$ cat src/hdl/tcmc_pkg.sv
/*
 * constants for the timer channel mode and configuration block:
 * register addresses, field positions, reset values, channel-5 input codes.
 * assumes a 20-bit cpu address space with 16-bit data.
 */
`default_nettype none
package tcmc_pkg;
    localparam int NUM_CH = 8;
    localparam logic [19:0] MODE_BASE_ADDR = 20'hf0190;
    localparam logic [19:0] MODE_LAST_ADDR = 20'hf019e;
    localparam logic [19:0] ISEL_ADDR = 20'hf0074;
    localparam logic [15:0] MODE_RESET = 16'h0000;
    localparam logic [7:0] ISEL_RESET = 8'h00;
    localparam int OPCLK_HI_POS = 15;
    localparam int OPCLK_LO_POS = 14;
    localparam int SRC_BIT_POS = 12;
    localparam int LEAD_BIT_POS = 11;
    localparam int EDGE_HI_POS = 7;
    localparam int EDGE_LO_POS = 6;
    localparam logic [15:0] MODE_KEEP_MASK = 16'hdfcf;
    localparam logic [15:0] LEAD_BIT_MASK = 16'h0800;
    localparam logic [7:0] ISEL_KEEP_MASK = 8'h07;
    localparam logic [2:0] ISEL_LOW_OSC = 3'h4;
    localparam logic [2:0] ISEL_SUB_CLK = 3'h5;
    localparam logic [1:0] OPCLK_ZERO = 2'h0;
    localparam logic [1:0] OPCLK_TWO = 2'h1;
    localparam logic [1:0] OPCLK_ONE = 2'h2;
    localparam logic [1:0] OPCLK_THREE = 2'h3;
    localparam int CH_FIVE = 5;
    localparam int CH_SEVEN = 7;
endpackage
`default_nettype wire

$ cat src/hdl/tcmc_top.sv
/*
 * eight channel mode registers and the channel-5 input select register,
 * operation clock and count clock selection, edge detection, output level.
 * assumes prescaled clock enables come from logic on ref_clk_in; timer
 * input pins and the low-speed and subsystem clocks are asynchronous.
 */
`default_nettype none
// How it works
// bits 15:14 pick prescaled clock: 00 zero, 01 two, 10 one, 11 three
// software uses clocks two and three only on channels 1 and 3
// bit 12 low: operation clock counts; high: timer input valid edge counts
// selected operation clock samples the edge detector; count clock follows bit 12
// count clock enable drives counter, output control and interrupt logic
// bit 11 is lead on 2,4,6, split on 1,3, zero elsewhere
// software writes zero to bits 13, 5 and 4
// eight 16-bit mode registers from f0190 to f019e, reset 0000
// one unit with channels 0 to 7, each with its own mode register
// software stops all channels before changing the system clock source
// channel-5 codes 0-3 pin, 4 low-speed oscillator, 5 subsystem clock
// channel-5 select at f0074, bits 2:0, upper bits read zero, reset 00
// software writes the channel-5 select register with byte writes
// software keeps top select bit clear while cpu runs from subsystem clock
// interrupt-driven output change colliding with a software write still lands
// start, edge and mode fields are stored and passed through unchanged
module tcmc_top (
    input wire logic ref_clk_in,
    input wire logic rst_in,
    input wire logic [19:0] cpu_addr_in,
    input wire logic [15:0] cpu_wdata_in,
    input wire logic [1:0] cpu_be_in,
    input wire logic cpu_wr_in,
    input wire logic cpu_rd_in,
    output logic [15:0] cpu_rdata_out,
    input wire logic [3:0] prescaled_clock_in,
    input wire logic [tcmc_pkg::NUM_CH-1:0] channel_timer_input_pin_in,
    input wire logic ch7_input_switch_in,
    input wire logic low_speed_osc_clock_in,
    input wire logic subsystem_clock_in,
    input wire logic [tcmc_pkg::NUM_CH-1:0] timer_output_enable_bit_in,
    input wire logic [tcmc_pkg::NUM_CH-1:0] out_level_wr_in,
    input wire logic [tcmc_pkg::NUM_CH-1:0] out_level_wdata_in,
    input wire logic [tcmc_pkg::NUM_CH-1:0] channel_timer_interrupt_in,
    output logic [tcmc_pkg::NUM_CH-1:0] op_clock_en_out,
    output logic [tcmc_pkg::NUM_CH-1:0] count_clock_en_out,
    output logic [tcmc_pkg::NUM_CH-1:0] timer_output_pin_out,
    output logic [tcmc_pkg::NUM_CH*16-1:0] mode_fields_out
);
    import tcmc_pkg::*;

    function automatic logic [15:0] keep_mask(input int ch);
        if (ch == 0 || ch == CH_FIVE || ch == CH_SEVEN) begin
            keep_mask = MODE_KEEP_MASK & ~LEAD_BIT_MASK;
        end else begin
            keep_mask = MODE_KEEP_MASK;
        end
    endfunction

    function automatic logic pick_clock(input logic [1:0] code, input logic [3:0] ck);
        case (code)
            OPCLK_ZERO: pick_clock = ck[0];
            OPCLK_TWO: pick_clock = ck[2];
            OPCLK_ONE: pick_clock = ck[1];
            OPCLK_THREE: pick_clock = ck[3];
            default: pick_clock = ck[0];
        endcase
    endfunction

    ////////////////////////////////////////////////////////////////////////
    // register file
    logic [15:0] mode [NUM_CH];
    logic [15:0] next_mode [NUM_CH];
    logic [7:0] isel;
    logic [7:0] next_isel;
    logic [15:0] next_rdata;
    logic mode_hit;
    logic [2:0] mode_idx;

    always_comb begin
        mode_hit = (cpu_addr_in >= MODE_BASE_ADDR) && (cpu_addr_in <= (MODE_LAST_ADDR | 20'h1));
        mode_idx = 3'((cpu_addr_in - MODE_BASE_ADDR) >> 1);
        next_isel = isel;
        next_rdata = 16'h0000;
        for (int n = 0; n < NUM_CH; n++) begin
            next_mode[n] = mode[n];
            if (cpu_wr_in && mode_hit && mode_idx == 3'(n)) begin
                if (cpu_be_in[0]) begin
                    next_mode[n][7:0] = 8'(cpu_wdata_in & keep_mask(n));
                end
                if (cpu_be_in[1]) begin
                    next_mode[n][15:8] = 8'((cpu_wdata_in & keep_mask(n)) >> 8);
                end
            end
        end
        if (cpu_wr_in && cpu_be_in[0] && cpu_addr_in[19:1] == ISEL_ADDR[19:1]) begin
            next_isel = cpu_wdata_in[7:0] & ISEL_KEEP_MASK;
        end
        if (cpu_rd_in && mode_hit) begin
            next_rdata = mode[mode_idx];
        end else if (cpu_rd_in && cpu_addr_in[19:1] == ISEL_ADDR[19:1]) begin
            next_rdata = {8'h00, isel};
        end
    end

    always_ff @(posedge ref_clk_in or posedge rst_in) begin
        if (rst_in) begin
            for (int n = 0; n < NUM_CH; n++) begin
                mode[n] <= MODE_RESET;
            end
            isel <= ISEL_RESET;
            cpu_rdata_out <= 16'h0000;
        end else begin
            for (int n = 0; n < NUM_CH; n++) begin
                mode[n] <= next_mode[n];
            end
            isel <= next_isel;
            cpu_rdata_out <= next_rdata;
        end
    end

    ////////////////////////////////////////////////////////////////////////
    // input synchronisers
    logic [NUM_CH+2:0] sync_a;
    logic [NUM_CH+2:0] sync_b;

    always_ff @(posedge ref_clk_in or posedge rst_in) begin
        if (rst_in) begin
            sync_a <= '0;
            sync_b <= '0;
        end else begin
            sync_a <= {subsystem_clock_in, low_speed_osc_clock_in, ch7_input_switch_in,
                       channel_timer_input_pin_in};
            sync_b <= sync_a;
        end
    end

    ////////////////////////////////////////////////////////////////////////
    // per-channel clock selection, edge detection and output level
    logic [NUM_CH-1:0] chan_in;
    logic [NUM_CH-1:0] op_sel;
    logic [NUM_CH-1:0] edge_seen;
    logic [NUM_CH-1:0] last_in;
    logic [NUM_CH-1:0] next_last_in;
    logic [NUM_CH-1:0] next_op_en;
    logic [NUM_CH-1:0] next_cnt_en;
    logic [NUM_CH-1:0] next_tout;

    genvar g;
    generate
        for (g = 0; g < NUM_CH; g++) begin : g_ch
            if (g == CH_FIVE) begin : g_five
                always_comb begin
                    if (isel[2:0] == ISEL_LOW_OSC) begin
                        chan_in[g] = sync_b[NUM_CH+1];
                    end else if (isel[2:0] == ISEL_SUB_CLK) begin
                        chan_in[g] = sync_b[NUM_CH+2];
                    end else begin
                        chan_in[g] = sync_b[g];
                    end
                end
            end else if (g == CH_SEVEN) begin : g_seven
                assign chan_in[g] = sync_b[NUM_CH];
            end else begin : g_pin
                assign chan_in[g] = sync_b[g];
            end

            always_comb begin
                op_sel[g] = pick_clock(mode[g][OPCLK_HI_POS:OPCLK_LO_POS],
                        prescaled_clock_in);
                next_last_in[g] = op_sel[g] ? chan_in[g] : last_in[g];
                case (mode[g][EDGE_HI_POS:EDGE_LO_POS])
                    2'h0: edge_seen[g] = last_in[g] & ~chan_in[g];
                    2'h1: edge_seen[g] = ~last_in[g] & chan_in[g];
                    default: edge_seen[g] = last_in[g] ^ chan_in[g];
                endcase
                next_op_en[g] = op_sel[g];
                next_cnt_en[g] = mode[g][SRC_BIT_POS] ? (op_sel[g] & edge_seen[g])
                        : op_sel[g];
                next_tout[g] = out_level_wr_in[g] ? out_level_wdata_in[g] : timer_output_pin_out[g];
                if (timer_output_enable_bit_in[g] && channel_timer_interrupt_in[g]) begin
                    next_tout[g] = ~next_tout[g];
                end
            end
            assign mode_fields_out[g*16 +: 16] = mode[g];
        end
    endgenerate

    always_ff @(posedge ref_clk_in or posedge rst_in) begin
        if (rst_in) begin
            last_in <= '0;
            op_clock_en_out <= '0;
            count_clock_en_out <= '0;
            timer_output_pin_out <= '0;
        end else begin
            last_in <= next_last_in;
            op_clock_en_out <= next_op_en;
            count_clock_en_out <= next_cnt_en;
            timer_output_pin_out <= next_tout;
        end
    end

    ////////////////////////////////////////////////////////////////////////
    // checks
    property p_lead_zero;
        @(posedge ref_clk_in) disable iff (rst_in)
        mode[0][LEAD_BIT_POS] == 1'b0 && mode[CH_FIVE][LEAD_BIT_POS] == 1'b0
            && mode[CH_SEVEN][LEAD_BIT_POS] == 1'b0;
    endproperty
    a_lead_zero: assert property (p_lead_zero) else $error("bit 11 set on 0, 5 or 7");

    property p_lead_kept;
        @(posedge ref_clk_in) disable iff (rst_in)
        cpu_wr_in && cpu_be_in[1] && cpu_addr_in == MODE_BASE_ADDR + 20'h4 && cpu_wdata_in[11]
            |=> mode[2][LEAD_BIT_POS];
    endproperty
    a_lead_kept: assert property (p_lead_kept) else $error("lead bit not stored");

    property p_zero_bits;
        @(posedge ref_clk_in) disable iff (rst_in)
        (mode[3] & ~MODE_KEEP_MASK) == 16'h0000;
    endproperty
    a_zero_bits: assert property (p_zero_bits) else $error("bits 13, 5 or 4 set");

    property p_opclk_map;
        @(posedge ref_clk_in) disable iff (rst_in)
        mode[1][OPCLK_HI_POS:OPCLK_LO_POS] == OPCLK_TWO
            |=> op_clock_en_out[1] == $past(prescaled_clock_in[2]);
    endproperty
    a_opclk_map: assert property (p_opclk_map) else $error("wrong prescaled clock");

    property p_cnt_src;
        @(posedge ref_clk_in) disable iff (rst_in)
        !mode[0][SRC_BIT_POS] |=> count_clock_en_out[0] == op_clock_en_out[0];
    endproperty
    a_cnt_src: assert property (p_cnt_src) else $error("count clock not operation clock");

    property p_cnt_edge;
        @(posedge ref_clk_in) disable iff (rst_in)
        count_clock_en_out[4] && $past(mode[4][SRC_BIT_POS]) |-> op_clock_en_out[4];
    endproperty
    a_cnt_edge: assert property (p_cnt_edge) else $error("edge count off operation clock");

    property p_isel_upper;
        @(posedge ref_clk_in) disable iff (rst_in)
        cpu_rd_in && cpu_addr_in == ISEL_ADDR |=> cpu_rdata_out[15:3] == 13'h0000;
    endproperty
    a_isel_upper: assert property (p_isel_upper) else $error("select upper bits not zero");

    property p_mode_write;
        @(posedge ref_clk_in) disable iff (rst_in)
        cpu_wr_in && cpu_be_in == 2'h3 && cpu_addr_in == MODE_BASE_ADDR + 20'h6
            |=> mode[3] == ($past(cpu_wdata_in) & MODE_KEEP_MASK);
    endproperty
    a_mode_write: assert property (p_mode_write) else $error("mode write lost");

    property p_out_collide;
        @(posedge ref_clk_in) disable iff (rst_in)
        out_level_wr_in[0] && timer_output_enable_bit_in[0] && channel_timer_interrupt_in[0]
            |=> timer_output_pin_out[0] == !$past(out_level_wdata_in[0]);
    endproperty
    a_out_collide: assert property (p_out_collide) else $error("output collision lost");

    property p_opclk_three;
        @(posedge ref_clk_in) disable iff (rst_in)
        mode[3][OPCLK_HI_POS:OPCLK_LO_POS] == OPCLK_THREE
            |=> op_clock_en_out[3] == $past(prescaled_clock_in[3]);
    endproperty
    a_opclk_three: assert property (p_opclk_three) else $error("clock three not used");

    property p_cnt_gated;
        @(posedge ref_clk_in) disable iff (rst_in)
        (count_clock_en_out & ~op_clock_en_out) == '0;
    endproperty
    a_cnt_gated: assert property (p_cnt_gated) else $error("count outside op clock");

    property p_isel_write;
        @(posedge ref_clk_in) disable iff (rst_in)
        cpu_wr_in && cpu_be_in[0] && cpu_addr_in == ISEL_ADDR
            |=> isel == ($past(cpu_wdata_in[7:0]) & ISEL_KEEP_MASK);
    endproperty
    a_isel_write: assert property (p_isel_write) else $error("select write lost");

    property p_ch7_route;
        @(posedge ref_clk_in) disable iff (rst_in)
        mode[CH_SEVEN][SRC_BIT_POS] && mode[CH_SEVEN][EDGE_HI_POS:EDGE_LO_POS] == 2'h1
            && op_sel[CH_SEVEN] && !last_in[CH_SEVEN] && sync_b[NUM_CH]
            |=> count_clock_en_out[CH_SEVEN];
    endproperty
    a_ch7_route: assert property (p_ch7_route) else $error("switch edge lost on 7");

    property p_ch5_route;
        @(posedge ref_clk_in) disable iff (rst_in)
        mode[CH_FIVE][SRC_BIT_POS] && mode[CH_FIVE][EDGE_HI_POS:EDGE_LO_POS] == 2'h1
            && isel[2:0] == ISEL_LOW_OSC && op_sel[CH_FIVE] && !last_in[CH_FIVE]
            && sync_b[NUM_CH+1] |=> count_clock_en_out[CH_FIVE];
    endproperty
    a_ch5_route: assert property (p_ch5_route) else $error("osc edge lost on 5");

    property p_out_hold;
        @(posedge ref_clk_in) disable iff (rst_in)
        out_level_wr_in == '0 && channel_timer_interrupt_in == '0
            |=> $stable(timer_output_pin_out);
    endproperty
    a_out_hold: assert property (p_out_hold) else $error("output level moved by itself");

    c_split_clk3: cover property (@(posedge ref_clk_in) disable iff (rst_in)
        mode[3][OPCLK_HI_POS:OPCLK_LO_POS] == OPCLK_THREE && count_clock_en_out[3]);
    c_ch5_sub: cover property (@(posedge ref_clk_in) disable iff (rst_in)
        isel[2:0] == ISEL_SUB_CLK && count_clock_en_out[CH_FIVE]);
    c_collide: cover property (@(posedge ref_clk_in) disable iff (rst_in)
        out_level_wr_in[2] && channel_timer_interrupt_in[2] && timer_output_enable_bit_in[2]);
    c_edge_both: cover property (@(posedge ref_clk_in) disable iff (rst_in)
        mode[CH_FIVE][EDGE_HI_POS] && count_clock_en_out[CH_FIVE]);
    c_fall_ch7: cover property (@(posedge ref_clk_in) disable iff (rst_in)
        mode[CH_SEVEN][EDGE_HI_POS:EDGE_LO_POS] == 2'h0 && count_clock_en_out[CH_SEVEN]);
endmodule
`default_nettype wire

$ cat config.mk
export PLATFORM = sky130hd
export DESIGN_NAME = tcmc_top
export DESIGN_NICKNAME = d
export VERILOG_FILES = /design/src/hdl/tcmc_pkg.sv /design/src/hdl/tcmc_top.sv
export SDC_FILE = /design/constraint.sdc
export NUM_CORES = 1
export LEC_CHECK = 0
export BUFFER_PORTS_ARGS = -buffer_cell sky130_fd_sc_hd__buf_2
export CORE_MARGIN = 4
export CORE_UTILIZATION = 28
export DETAILED_ROUTE_END_ITERATION = 8
export PLACE_DENSITY = 0.6
export SYNTH_ARGS = -nofsm -noshare
export SYNTH_HDL_FRONTEND = slang
export SYNTH_SLANG_ARGS = --single-unit
$ cat constraint.sdc
create_clock -name ref_clk_in -period 10.7 [get_ports ref_clk_in]
set_input_delay 1.07 -clock ref_clk_in [delete_from_list [all_inputs] [get_ports ref_clk_in]]
set_output_delay 1.07 -clock ref_clk_in [all_outputs]
set_load 0.05 [all_outputs]
==> out/results.ini <==
[timing]
hold_viol=0
finalClockSkew_ns=0.01574
hold_ws_ns=0.3372
min_period_over_period_pct=29.63
relSlewSlack_pct=41.75
setup_tns_ns=0
worst_slack_ns=7.530
period_minus_slack_ns=3.170
fmax_mhz=315.4
rsz0062_at_grt=false
slew_viol_final=0
worst_slew_pin_slew_ns=0.8673
setup_viol=0

[layout]
final_cells=1161
drive_above_1_share_pct=53.90
register_area_mm2=0.004229
post-route-util_pct=35.67
nNetsFinal=876
design_area_mm2=0.009936
syn_to_final_growth_pct=25.02
fillers=2767
insertedDiodeCount=0
multi_input_area_mm2=0.003463

[global_routing]
grt_pass1_vias=5395
grt_remaining_overflow=0
grt_max_degree=65
grt_use_total_pct=14.30
grt_pass1_wl_mm=33.22
antenna_found_initial=1

[placement]
place_inst=1130
post-place-ws_ns=7.084
portBuffers=221
dpl_cell_area_mm2=0.009374
gp_congestion=0.7616
dpl.hpwl_mm=16.02

[route]
wl_met3_mm=1.324
met1Wirelength_mm=10.05
ant_nets=0
vias_per_cell=4.490
num_vias=5213
dr.pass1.iters=4
route.met2.wl_mm=10.46
wl_per_cell_um=19.04
top_layer=met5
post-route-drc-count=0
wl_mm=22.11
drtIter0Drc=254

[clocking]
htreeDepth=4
insertion_delay_ns=0.43
cts_root_buffer=clkbuf_16
cts_resized=0
clock_sinks=169
clockBufferDepth=2
clkTransAtPathRegs_ns=0.08
cts_buffers=17
postCtsSetupBuffers=0
cts_tree=built
cts_hold_buffers=0

[synth]
yosysTopAreaCell=dfrtp_1
synthTopCellsByArea=dfrtp_1 (53%), mux2_2 (17%), mux4_2 (7.4%), nor4_4 (4.3%), buf_4 (3.0%)
ys_ff_latch=169
yosysUniqueCellTypes=41
ys_seq_area_share_pct=53.21
yosys.area.top_type_share_pct=53.21
synth_flop_cell=dfrtp_1
async_flop_share_pct=100.0
yosysWarnings=0
synth_edf_count=0
synth.cell_area_mm2=0.007948
syn_avg_cell_area_um2=14.66
netlist_instances=542

[power_and_ir_drop]
switching_share_pct=27.59
power_density_mw_per_mm2=141.8
clkPwrFrac_pct=42.3
power_switching_uw=388.8
intPower_mw=1.020
p_comb_share_pct=10.8
ir_drop_uv=97.57
p_leak_nw=5.134
design_power_total_mw=1.409
power_frac_seq_pct=46.9

[critical_path]
critPathMaxFanout=32
end_kind=flop
reg2reg_setup_slack_ns=8.65
worstSetupPathType=in -> reg
required_ns=11.02
start_kind=input port
crit_arrival_ns=3.49

[hold_path]
hp-class=reg -> reg

[die]
die_area_mm2=0.03114
dieWidth_um=176.5
fp.coreArea_mm2=0.02786
initial_core_util_pct=28.53
io_pins=257
rows=61
die_y_um=176.5

[run_status]
outcome=complete, no violations

[job]
timing.max_cap.violations=0

[cells in the final DEF (no fill, tap or decap), drive strengths merged, types with 17 or more instances in the layout]
master and n:
inv 20, o21ai 17, mux4 26, buf 225
mux2i 23, mux2 119, conb 30, dfrtp 169
nor4 19, clkbuf 19, nand2 32
[power by group through the flow]
stage / Combinational (mW) / Sequential (mW) / Clock (mW)
6_report: 0.152 / 0.661 / 0.596
3_5_place_dp: 0.154 / 0.673 / 0
4_1_cts: 0.154 / 0.661 / 0.618
2_1_floorplan: 0.0811 / 0.706 / 0
3_3_place_gp: 0.152 / 0.673 / 0
5_1_grt: 0.165 / 0.663 / 0.644
[cells by family after synthesis]
| family | share of synthesized area (%) |
|---|---|
| and+or+nand+nor | 8.438 |
| AOI/OAI and AO/OA | 3.165 |
| DFF | 53.21 |
| muxes | 27.13 |
| buffers and inverters | 4.613 |
| other | 0.04718 |
| adders and majority gates | 2.519 |
| xor gates and xnor gates | 0.8816 |
[critical path, stage by stage]
cell	delay, ns
buf_2	0.07
buf_4	0.45
nand2b_2	0.29
or4_1	0.55
nor4_1	0.63
mux2_2	0.41
[cells in the mapped netlist (2+ instances only)]
cell type  count
buf_2          3
nand2_1       32
o2bb2ai_1      2
nor2_1        12
buf_1          2
mux2i_1       23
mux4_2        26
buf_4         32
clkbuf_1       6
o21ai_0       17
nor4_4        16
inv_1         18
xor2_1         8
nand2b_1       4
nor2b_1        2
a21boi_0       8
a211oi_1       2
dfrtp_1      169
mux2_2       119
o221ai_1       2
nand3b_1       2
nor4_1         3
ha_1          16
[flip-flops by register name, indices dropped and copies added, names as in the netlist]
register / count
count_clock_en_out: 8
cpu_rdata_out: 13
isel: 3
last_in: 8
mode_fields_out: 101
op_clock_en_out: 8
sync_a: 10
sync_b: 10
timer_output_pin_out: 8
[area by class of cell]
cell class | count | share of cell area [%]
Sequential cell | 169 | 42.56
Multi-Input combinational cell | 340 | 34.86
Timing Repair Buffer | 225 | 11.43
Tap cell | 378 | 4.760
Clock buffer | 19 | 4.458
Clock inverter | 12 | 1.196
Inverter | 18 | 0.7304
[layer usage]
| metal | vias up | global-route usage [%] |
|---|---|---|
| li1 | 2368 | - |
| met1 | 2651 | 19.61 |
| met2 | 177 | 22.90 |
| met3 | 15 | 3.683 |
| met4 | 2 | 3.353 |
| met5 | - | 0 |
[path summary, 6_finish.rpt]
check                      depth (start not counted)                               to                 from
max                                                6              isel[1]$_DFFE_PP0P_       cpu_addr_in[2]
max in group asynchronous                          3  mode_fields_out[34]$_DFFE_PP0P_               rst_in
min in group asynchronous                          2       cpu_rdata_out[8]$_DFF_PP0_               rst_in
max reg2reg                                        7  count_clock_en_out[5]$_DFF_PP0_  isel[1]$_DFFE_PP0P_
min                                                0              sync_b[5]$_DFF_PP0_  sync_a[5]$_DFF_PP0_
min reg2reg                                        0              sync_b[5]$_DFF_PP0_  sync_a[5]$_DFF_PP0_
Power figures use the tool's default switching activity.
